$ cat config.mk
export PLATFORM = sky130hd
export DESIGN_NAME = irp_receiver
export DESIGN_NICKNAME = d
export VERILOG_FILES = /design/src/irp_pkg.sv /design/src/irp_sync.sv /design/src/irp_receiver.sv
export SDC_FILE = /design/constraint.sdc
export NUM_CORES = 2
export LEC_CHECK = 0
export BUFFER_PORTS_ARGS = -buffer_cell sky130_fd_sc_hd__buf_4
export CORE_ASPECT_RATIO = 1.1
export CORE_UTILIZATION = 40
export CTS_CLUSTER_DIAMETER = 50
export CTS_CLUSTER_SIZE = 40
export DETAILED_ROUTE_END_ITERATION = 7
export PLACE_DENSITY = 0.55
export SYNTH_ARGS = -nofsm -noshare
export SYNTH_HDL_FRONTEND = slang
export SYNTH_HIERARCHICAL = 1
export SYNTH_SLANG_ARGS = --single-unit
$ cat constraint.sdc
create_clock -name clk -period 5.6 [get_ports clk]
set_input_delay 0.56 -clock clk [delete_from_list [all_inputs] [get_ports clk]]
set_output_delay 0.56 -clock clk [all_outputs]
set_load 0.05 [all_outputs]
$ cat src/irp_pkg.sv
// Purpose: Shared constants and carrier types for the prioritised interrupt receiver
// Assumes: Up to 32 request lines, 32-bit servicing master
// Notes:   Servicing addresses and drain time are defaults only; the top overrides only the drain time
package irp_pkg;

    ////////////////////////////////////////////////////////////////////////////////
    localparam int unsigned IRP_MAX_LINES = 32;
    localparam int unsigned IRP_ID_W      = 5;
    localparam int unsigned IRP_DEPTH_W   = 6;
    localparam int unsigned IRP_CNT_W     = 8;
    localparam int unsigned IRP_AW        = 32;
    localparam int unsigned IRP_DW        = 32;

    // Default servicing map: status word per sender, acknowledge word beside it
    localparam logic [IRP_AW-1:0] IRP_STATUS_BASE = 32'h0000_1000;
    localparam logic [IRP_AW-1:0] IRP_LINE_STRIDE = 32'h0000_0100;
    localparam logic [IRP_AW-1:0] IRP_ACK_OFS     = 32'h0000_0004;

    // Cycles a line may stay high after its acknowledge before it is serviced again
    localparam logic [IRP_CNT_W-1:0] IRP_DRAIN_CYCLES = 8'h10;

    // Reset values
    localparam logic [IRP_DEPTH_W-1:0] IRP_DEPTH_RST = 6'h00;
    localparam logic [IRP_CNT_W-1:0]   IRP_CNT_RST   = 8'h00;

    ////////////////////////////////////////////////////////////////////////////////
    typedef enum logic [2:0] {
        IRP_IDLE,
        IRP_RD_SETUP,
        IRP_RD,
        IRP_WR_SETUP,
        IRP_WR,
        IRP_DRAIN
    } irp_state_e;

    typedef struct packed {
        logic [IRP_ID_W-1:0] line;
        logic [IRP_ID_W-1:0] rank;
        irp_state_e          resume;
        logic [IRP_DW-1:0]   status;
    } irp_ctx_s;

    typedef struct packed {
        logic [IRP_AW-1:0] address;
        logic              read;
        logic              write;
        logic [IRP_DW-1:0] writedata;
    } irp_mm_req_s;

    typedef struct packed {
        logic [IRP_DW-1:0] readdata;
        logic              waitrequest;
    } irp_mm_rsp_s;

    typedef struct packed {
        irp_state_e                     state;
        irp_ctx_s                       cur;
        irp_ctx_s [IRP_MAX_LINES-1:0]   stack;
        logic [IRP_DEPTH_W-1:0]         depth;
        logic [IRP_CNT_W-1:0]           drain_cnt;
        irp_mm_req_s                    mm;
        logic                           busy;
        logic                           done;
    } irp_top_s;

    // Rank table where line i has rank i; lower rank wins
    function automatic logic [IRP_MAX_LINES*IRP_ID_W-1:0] irp_identity_ranks();
        logic [IRP_MAX_LINES*IRP_ID_W-1:0] r;
        r = '0;
        for (int i = 0; i < IRP_MAX_LINES; i++) begin
            r[i*IRP_ID_W +: IRP_ID_W] = IRP_ID_W'(i);
        end
        return r;
    endfunction

endpackage

$ cat src/irp_sync.sv
// Purpose: Two-stage synchroniser for the request vector
// Assumes: Requests are levels from any clock domain
// Notes:   The first stage is read only by the second stage
`timescale 1ns/10ps
`default_nettype none
module irp_sync #(
    parameter int unsigned W = 32
) (
    input  wire logic         clk,
    input  wire logic         reset_n,
    input  wire logic [W-1:0] din,
    output logic      [W-1:0] dout
);

    typedef struct packed {
        logic [W-1:0] meta;
        logic [W-1:0] stable;
    } irp_sync_s;

    irp_sync_s sync_ff;
    irp_sync_s nxt_sync;

    ////////////////////////////////////////////////////////////////////////////////
    always_comb begin
        nxt_sync.meta   = din;
        nxt_sync.stable = sync_ff.meta;
    end

    always_ff @(posedge clk or negedge reset_n) begin
        if (!reset_n) begin
            sync_ff <= '0;
        end else begin
            sync_ff <= nxt_sync;
        end
    end

    assign dout = sync_ff.stable;

endmodule // irp_sync
`default_nettype wire

$ cat src/irp_receiver.sv
// Purpose: Prioritised, preemptive interrupt receiver with a servicing master
// Assumes: Senders hold their line until acknowledged through their own slave
// Notes:   Preemption happens only between bus transfers, never inside one
`timescale 1ns/10ps
`default_nettype none
module irp_receiver #(
    parameter int unsigned N = 32,
    parameter logic [irp_pkg::IRP_MAX_LINES*irp_pkg::IRP_ID_W-1:0] PRIO_RANK =
        irp_pkg::irp_identity_ranks(),
    parameter logic [irp_pkg::IRP_AW-1:0]    STATUS_BASE  = irp_pkg::IRP_STATUS_BASE,
    parameter logic [irp_pkg::IRP_AW-1:0]    LINE_STRIDE  = irp_pkg::IRP_LINE_STRIDE,
    parameter logic [irp_pkg::IRP_AW-1:0]    ACK_OFS      = irp_pkg::IRP_ACK_OFS,
    parameter logic [irp_pkg::IRP_CNT_W-1:0] DRAIN_CYCLES = irp_pkg::IRP_DRAIN_CYCLES
) (
    input  wire logic                              clk,
    input  wire logic                              reset_n,
    input  wire logic [N-1:0]                      irq_req,
    input  wire irp_pkg::irp_mm_rsp_s              mm_rsp,
    output irp_pkg::irp_mm_req_s                   mm_req,
    output logic                                   svc_busy,
    output logic [irp_pkg::IRP_ID_W-1:0]           svc_line,
    output logic [irp_pkg::IRP_DEPTH_W-1:0]        svc_depth,
    output logic                                   svc_done
);
    import irp_pkg::*;

    ////////////////////////////////////////////////////////////////////////////////
    // Request sampling

    logic [N-1:0]             req_sync;
    logic [IRP_MAX_LINES-1:0] pend;

    irp_sync #(
        .W       (N)
    ) u_sync (
        .clk     (clk),
        .reset_n (reset_n),
        .din     (irq_req),
        .dout    (req_sync)
    );

    // Each line is its own level; nothing is latched, so a line that drops is no
    // longer pending even if it was never serviced. Lines above N read as quiet.
    genvar gi;

    generate
        for (gi = 0; gi < IRP_MAX_LINES; gi++) begin : g_pend
            if (gi < N) begin : g_used
                assign pend[gi] = req_sync[gi];
            end else begin : g_unused
                assign pend[gi] = 1'b0;
            end
        end
    endgenerate

    ////////////////////////////////////////////////////////////////////////////////
    // Priority selection

    logic                best_valid;
    logic [IRP_ID_W-1:0] best_line;
    logic [IRP_ID_W-1:0] best_rank;

    // Ranks come from the table, not from the bit index; equal ranks fall to
    // the lower index so the choice stays deterministic
    always_comb begin
        best_valid = 1'b0;
        best_line  = '0;
        best_rank  = '0;
        for (int i = 0; i < N; i++) begin
            if (pend[i] && (!best_valid ||
                PRIO_RANK[i*IRP_ID_W +: IRP_ID_W] < best_rank)) begin
                best_valid = 1'b1;
                best_line  = IRP_ID_W'(i);
                best_rank  = PRIO_RANK[i*IRP_ID_W +: IRP_ID_W];
            end
        end
    end

    ////////////////////////////////////////////////////////////////////////////////
    // Servicing engine

    irp_top_s st_ff;
    irp_top_s nxt_st;

    logic                   preempt;
    logic                   at_boundary;
    logic [IRP_AW-1:0]      status_addr;
    logic [IRP_AW-1:0]      ack_addr;
    logic [IRP_ID_W-1:0]    top_idx;
    irp_ctx_s               top_ctx;

    // Preemption waits for a transfer boundary, so no bus cycle is abandoned half way;
    // the cost is up to one stalled transfer of extra latency for the stronger line
    assign at_boundary = (st_ff.state == IRP_RD_SETUP) || (st_ff.state == IRP_WR_SETUP) ||
                         (st_ff.state == IRP_DRAIN);

    // A full stack stops further preemption; the stronger line then waits its turn
    assign preempt = best_valid && st_ff.busy && (best_rank < st_ff.cur.rank) &&
                     (st_ff.depth < IRP_DEPTH_W'(IRP_MAX_LINES));

    assign status_addr = IRP_AW'(STATUS_BASE + IRP_AW'(st_ff.cur.line) * LINE_STRIDE);
    assign ack_addr    = IRP_AW'(status_addr + ACK_OFS);

    assign top_idx = IRP_ID_W'(st_ff.depth - IRP_DEPTH_W'(1));
    assign top_ctx = st_ff.stack[top_idx];

    always_comb begin
        nxt_st      = st_ff;
        nxt_st.done = 1'b0;

        if (preempt && at_boundary) begin
            // Park the running handler where it stood and take the stronger line
            nxt_st.stack[st_ff.depth[IRP_ID_W-1:0]]        = st_ff.cur;
            nxt_st.stack[st_ff.depth[IRP_ID_W-1:0]].resume = st_ff.state;
            nxt_st.depth      = IRP_DEPTH_W'(st_ff.depth + IRP_DEPTH_W'(1));
            nxt_st.cur.line   = best_line;
            nxt_st.cur.rank   = best_rank;
            nxt_st.cur.resume = IRP_RD_SETUP;
            nxt_st.cur.status = '0;
            nxt_st.drain_cnt  = IRP_CNT_RST;
            nxt_st.state      = IRP_RD_SETUP;
        end else begin
            case (st_ff.state)
                IRP_IDLE: begin
                    if (best_valid) begin
                        nxt_st.busy       = 1'b1;
                        nxt_st.cur.line   = best_line;
                        nxt_st.cur.rank   = best_rank;
                        nxt_st.cur.resume = IRP_RD_SETUP;
                        nxt_st.cur.status = '0;
                        nxt_st.state      = IRP_RD_SETUP;
                    end
                end
                IRP_RD_SETUP: begin
                    nxt_st.mm.address = status_addr;
                    nxt_st.mm.read    = 1'b1;
                    nxt_st.state      = IRP_RD;
                end
                IRP_RD: begin
                    if (!mm_rsp.waitrequest) begin
                        nxt_st.mm.read    = 1'b0;
                        nxt_st.cur.status = mm_rsp.readdata;
                        nxt_st.state      = IRP_WR_SETUP;
                    end
                end
                IRP_WR_SETUP: begin
                    // Writing the status back clears exactly the causes that were seen
                    nxt_st.mm.address   = ack_addr;
                    nxt_st.mm.write     = 1'b1;
                    nxt_st.mm.writedata = st_ff.cur.status;
                    nxt_st.state        = IRP_WR;
                end
                IRP_WR: begin
                    if (!mm_rsp.waitrequest) begin
                        nxt_st.mm.write  = 1'b0;
                        nxt_st.drain_cnt = IRP_CNT_RST;
                        nxt_st.state     = IRP_DRAIN;
                    end
                end
                IRP_DRAIN: begin
                    if (!pend[st_ff.cur.line]) begin
                        // Sender has let go after its acknowledge
                        nxt_st.done      = 1'b1;
                        nxt_st.drain_cnt = IRP_CNT_RST;
                        if (st_ff.depth != IRP_DEPTH_RST) begin
                            nxt_st.cur   = top_ctx;
                            nxt_st.state = top_ctx.resume;
                            nxt_st.depth = IRP_DEPTH_W'(st_ff.depth - IRP_DEPTH_W'(1));
                        end else begin
                            nxt_st.busy  = 1'b0;
                            nxt_st.state = IRP_IDLE;
                        end
                    end else if (st_ff.drain_cnt == IRP_CNT_W'(DRAIN_CYCLES - 8'h01)) begin
                        // Still asserted: a fresh cause arrived, service it again.
                        // The window must outlast the synchroniser delay, or a line
                        // that let go properly is served a second time.
                        nxt_st.state = IRP_RD_SETUP;
                    end else begin
                        nxt_st.drain_cnt = IRP_CNT_W'(st_ff.drain_cnt + 8'h01);
                    end
                end
                default: begin
                    nxt_st.state = IRP_IDLE;
                end
            endcase
        end
    end

    // Asynchronous assert, clocked operation afterwards
    always_ff @(posedge clk or negedge reset_n) begin
        if (!reset_n) begin
            st_ff       <= '0;
            st_ff.state <= IRP_IDLE;
        end else begin
            st_ff <= nxt_st;
        end
    end

    ////////////////////////////////////////////////////////////////////////////////
    // Outputs, all straight from the state register

    assign mm_req    = st_ff.mm;
    assign svc_busy  = st_ff.busy;
    assign svc_line  = st_ff.cur.line;
    assign svc_depth = st_ff.depth;
    assign svc_done  = st_ff.done;

endmodule // irp_receiver
`default_nettype wire

==> impl_summary.md <==
Run status
The run finished with clean final reports.

Worst setup path
Together, buffers and inverters on the worst path number 2. The kind of end point of the critical path is a flop. The peak per-stage delay on the critical path is 0.61 ns. The worst setup path is launched from a flop. The data required time of the critical path is 6.29 ns. Among all stages on the critical path, the largest delay is contributed by sky130_fd_sc_hd__nor4_1. Traced cell by cell, the critical path runs through nor4_1 -> nand2_1 -> nor4_1 -> a22o_1 -> ha_1 -> a21o_1 -> a21oi_1 -> o2111a_1 -> nand2_1 -> nor2_4 -> buf_4 -> nand3_4 -> buf_12 -> mux2_2.

The data arrival time of the critical path is 5.71 ns. Broken down by cell family, the worst path's largest delay share belongs to simple AND/OR/NAND/NOR gates. The start-to-end type of the worst setup path is flop to flop. Of all nets on the critical path, the largest fanout is 27.

Place
The placement-stage cell area is 76,700 sq um. The routability congestion estimate is 0.758. Including well taps, the total number of placed cells is 7,235. The quantity of I/O buffers inserted on ports is 120. The detailed placement HPWL is 119 mm. At the placement stage, the worst setup path has a slack of 0.616 ns.

Synth
The multiplexer fraction of the synthesized cell area is 33.9%. By area, the combinational part of the netlist is dominated by multiplexers. The number of warnings issued by yosys is 6. The compound-gate portion of the synthesized area is 2.64%. The sequential area share after synthesis is 54.3%.

In the synthesized netlist the async set-or-reset flop fraction comes to 100%. The number of distinct library cell variants in the gate-level netlist after synthesis is 65. The xor/xnor share of the synthesized area is 0.106%. The synthesized netlist devotes 0.169% of its cell area to adder and majority cells.

The simple logic cell fraction of the synthesized area is 4.34%. The most instantiated flip-flop cell in the synthesis netlist is sky130_fd_sc_hd__dfrtp_1. The post-synthesis sequential element count is 1,606. After technology mapping, the gate count stands at 5,044.

The netlist area before placement is 74,000 sq um. In this run, synthesis inferred 0 flip-flops with an integrated enable. The mean cell area of the mapped netlist is 14.7 sq um.

Global route
Entering global routing, the biggest net connects 155 pins. Global routing consumed, over all layers together, 22.9% of the routing resources. The final global-route overflow total is 0. The global-route wire length before repair is 316 mm. The via count of the first global-routing pass is 45,600.

The initial antenna violation count was 3.

Floorplan
The core region is 184,000 sq um. The number of rows created at floorplan is 165. The width of the chip is 412 um. The top-level port count is 146.

The floorplan step set the die height to 453 um. The floorplan step defined a die boundary enclosing 187,000 sq um. Once the floorplan was initialized, standard cells occupied 40.3% of the core.

Clocking
After clock tree synthesis, the setup repair step added 0 buffers. The clock edge transition at the registers on the reported setup and hold paths is 0.07 ns. CTS saw 1,606 sinks. The CTS tree is built.

At the later pin of the worst-skew pair, clock insertion delay measures 0.82 ns. The H-tree generated during clock tree synthesis spans 4 levels. Buffers inserted during clock tree synthesis total 166.

The number of gates given a new drive strength after cts is 0. The maximum clock insertion buffer count is 3. The clock tree root buffer cell is sky130_fd_sc_hd__clkbuf_16. The number of hold buffers added after CTS was 33.

Power
Combinational cells account for 35.3% of the total power. The power spent charging and discharging nets is 16.7 mW. In this run, the clock network consumes 27.1% of the power. Internal power comes to 27.0 mW. The sum of internal, switching and leakage power is 43.6 mW.

The sequential cell fraction of total power is 37.6%. Summed over all cells, the static leakage comes to 39.2 nW. VDD sags by at most 0.708 mV. The power density normalized to cell area is 526 nW/um^2. The switching share of power is 38.2%.

Finish
The area growth from synthesis to layout is 11.9%. After routing the design area is 82,900 sq um. Cells fill 45.1% of the core in the end.

The number of standard cells in the layout, taps in and fillers out is 7,579. The final layout contains 5,092 nets. The post-route netlist has 47.7% of its cells at a drive strength greater than 1.

Routing
In the detailed route, the total length drawn on met2 is 103 mm. The via density per instance is 5.66. The wire length on met3 is 7.74 mm. In the final routed layout, each cell accounts on average for 27.7 um. The top metal layer carrying routed signals is met4. The routed length on met1 is 93.9 mm.

The number of violations reported at the end of detailed-routing iteration 0 is 2,615. The total length of routed wires is 210 mm. The first detailed-routing pass took 7 iterations. Summing over every cut layer, the via total after detailed routing is 42,900. After detailed routing, the number of remaining DRC violations is 0.

The detail route stage leaves a number of antenna-violating nets equal to 0.

Timing
The post-route setup TNS is 0 ns. For this run, the top clock speed supported by timing is 0.199 GHz. Setup repair after global routing left no endpoint under its margin. In the finished design, the share of the clock period the worst path needs comes to 89.7%.

For the finished layout, the period the worst path requires is 5.02 ns. The total count of max-transition violations in the final report was 0. The post-route clock skew is 0.0317 ns. Setup violations remaining at the end of the flow were counted as 0. The worst pin sits at a relative slew slack of 13.5%. The final-report hold violation count is 0. The worst setup slack after layout is 0.579 ns. The worst hold slack across all endpoints is 0.125 ns. At the pin with the least slew margin, the transition time is 1.30 ns.

Job
The max-cap check violation count is 0.

Hold path
In this run the worst hold path is classified as input port to flop.
[state kept, by name, indices dropped and copies added (netlist names)]
| signal | count |
|---|---|
| u_sync/nxt_sync | 32 |
| u_sync/dout | 32 |
| mm_req | 41 |
| svc_busy | 1 |
| svc_done | 1 |
| svc_depth | 6 |
| svc_line | 5 |
| st_ff | 1488 |
[final cells by class]
class	instances	area, sq um
inverter	28	105
sequential	1606	40200
tap	2421	3030
clock buffer	184	4400
fill	16400	101000
antenna	5	12.5
clock inverter	122	1440
multi-input combinational	2907	30700
timing repair buffer	306	3000
[final timing paths]
kind                              endpoint           startpoint  slack, ns  cells after the start
max                            st_ff[1377]       u_sync/dout[1]       0.58                     14
min                            st_ff[1522]            mm_rsp[1]       0.12                      4
max reg2reg                    st_ff[1377]       u_sync/dout[1]       0.58                     14
min reg2reg                u_sync/dout[30]  u_sync/nxt_sync[30]       0.34                      0
max in group asynchronous     svc_depth[0]              reset_n       3.72                      3
min in group asynchronous       st_ff[716]              reset_n       0.40                      2
[logic make-up after synthesis]
| logic type | count (synthesis) |
|---|---|
| fa+ha+maj | 10 |
| mux | 1867 |
| xor+xnor | 9 |
| compound gates | 329 |
| other cells | 1 |
| simple gates | 667 |
| flops | 1606 |
| buf+inv | 555 |
[power by group through the flow]
stage | clock network (mW) | registers (mW) | logic, mW
floorplan | 0 | 15.3 | 11.1
global placement | 0 | 16.5 | 15.4
detailed placement | 0 | 16.6 | 15.5
CTS | 12.1 | 16.4 | 15.6
global route | 12.5 | 16.8 | 16.3
finish | 11.8 | 16.4 | 15.4
[synth_stat cells (all sizes together), types with 3 or more instances]
cell / count / share of area, %
dfrtp: 1606 / 54
mux2: 1485 / 23
nand2: 380 / 1.9
mux4: 356 / 11
buf: 281 / 3.2
clkbuf: 246 / 1.2
a21oi: 193 / 1.3
nor2: 127 / 0.65
nand3: 72 / 1.0
o22ai: 40 / 0.36
nand2b: 36 / 0.30
inv: 28 / 0.14
mux2i: 26 / 0.35
a31oi: 19 / 0.18
o21ai: 19 / 0.13
and3: 14 / 0.12
ha: 10 / 0.17
nor4: 9 / 0.076
o2111ai: 9 / 0.11
nor3: 8 / 0.054
xnor2: 7 / 0.083
a211oi: 6 / 0.061
o221ai: 6 / 0.071
a311oi: 4 / 0.047
and2: 4 / 0.034
nor3b: 4 / 0.041
o31ai: 4 / 0.041
a2111oi: 3 / 0.035
a22oi: 3 / 0.030
o21bai: 3 / 0.030
o311ai: 3 / 0.035
o31a: 3 / 0.035
or3: 3 / 0.032
or4: 3 / 0.030
[layer usage]
metal  up-vias  track usage (%)
li1      18200                -
met1     23600             31.8
met2       804             37.8
met3       241             3.10
met4         0             6.18
met5         -                0
[worst reg2reg max path: cells and delay by family, from the launching register on]
| family | cells | cell delay, ns |
|---|---|---|
| muxes | 1 | 0.33 |
| AOI/OAI and AO/OA | 4 | 1.03 |
| adders and majority gates | 1 | 0.26 |
| buffers and inverters | 2 | 0.72 |
| and+or+nand+nor | 6 | 2.18 |
| DFF | 1 | 0.41 |
[cell usage in the layout, fill, tap and decap left out, drive strengths merged, types with 6 or more instances in the layout]
cell type / n
a211oi: 6
a21oi: 193
a31oi: 19
and3: 14
buf: 273
bufinv: 15
clkbuf: 184
clkinv: 39
clkinvlp: 21
conb: 25
dfrtp: 1606
dlygate4sd3: 33
ha: 10
inv: 75
mux2: 1485
mux2i: 26
mux4: 356
nand2: 380
nand2b: 36
nand3: 72
nor2: 127
nor3: 8
nor4: 9
o2111ai: 9
o21ai: 19
o221ai: 6
o22ai: 40
xnor2: 7
Power figures use the tool's default switching activity.
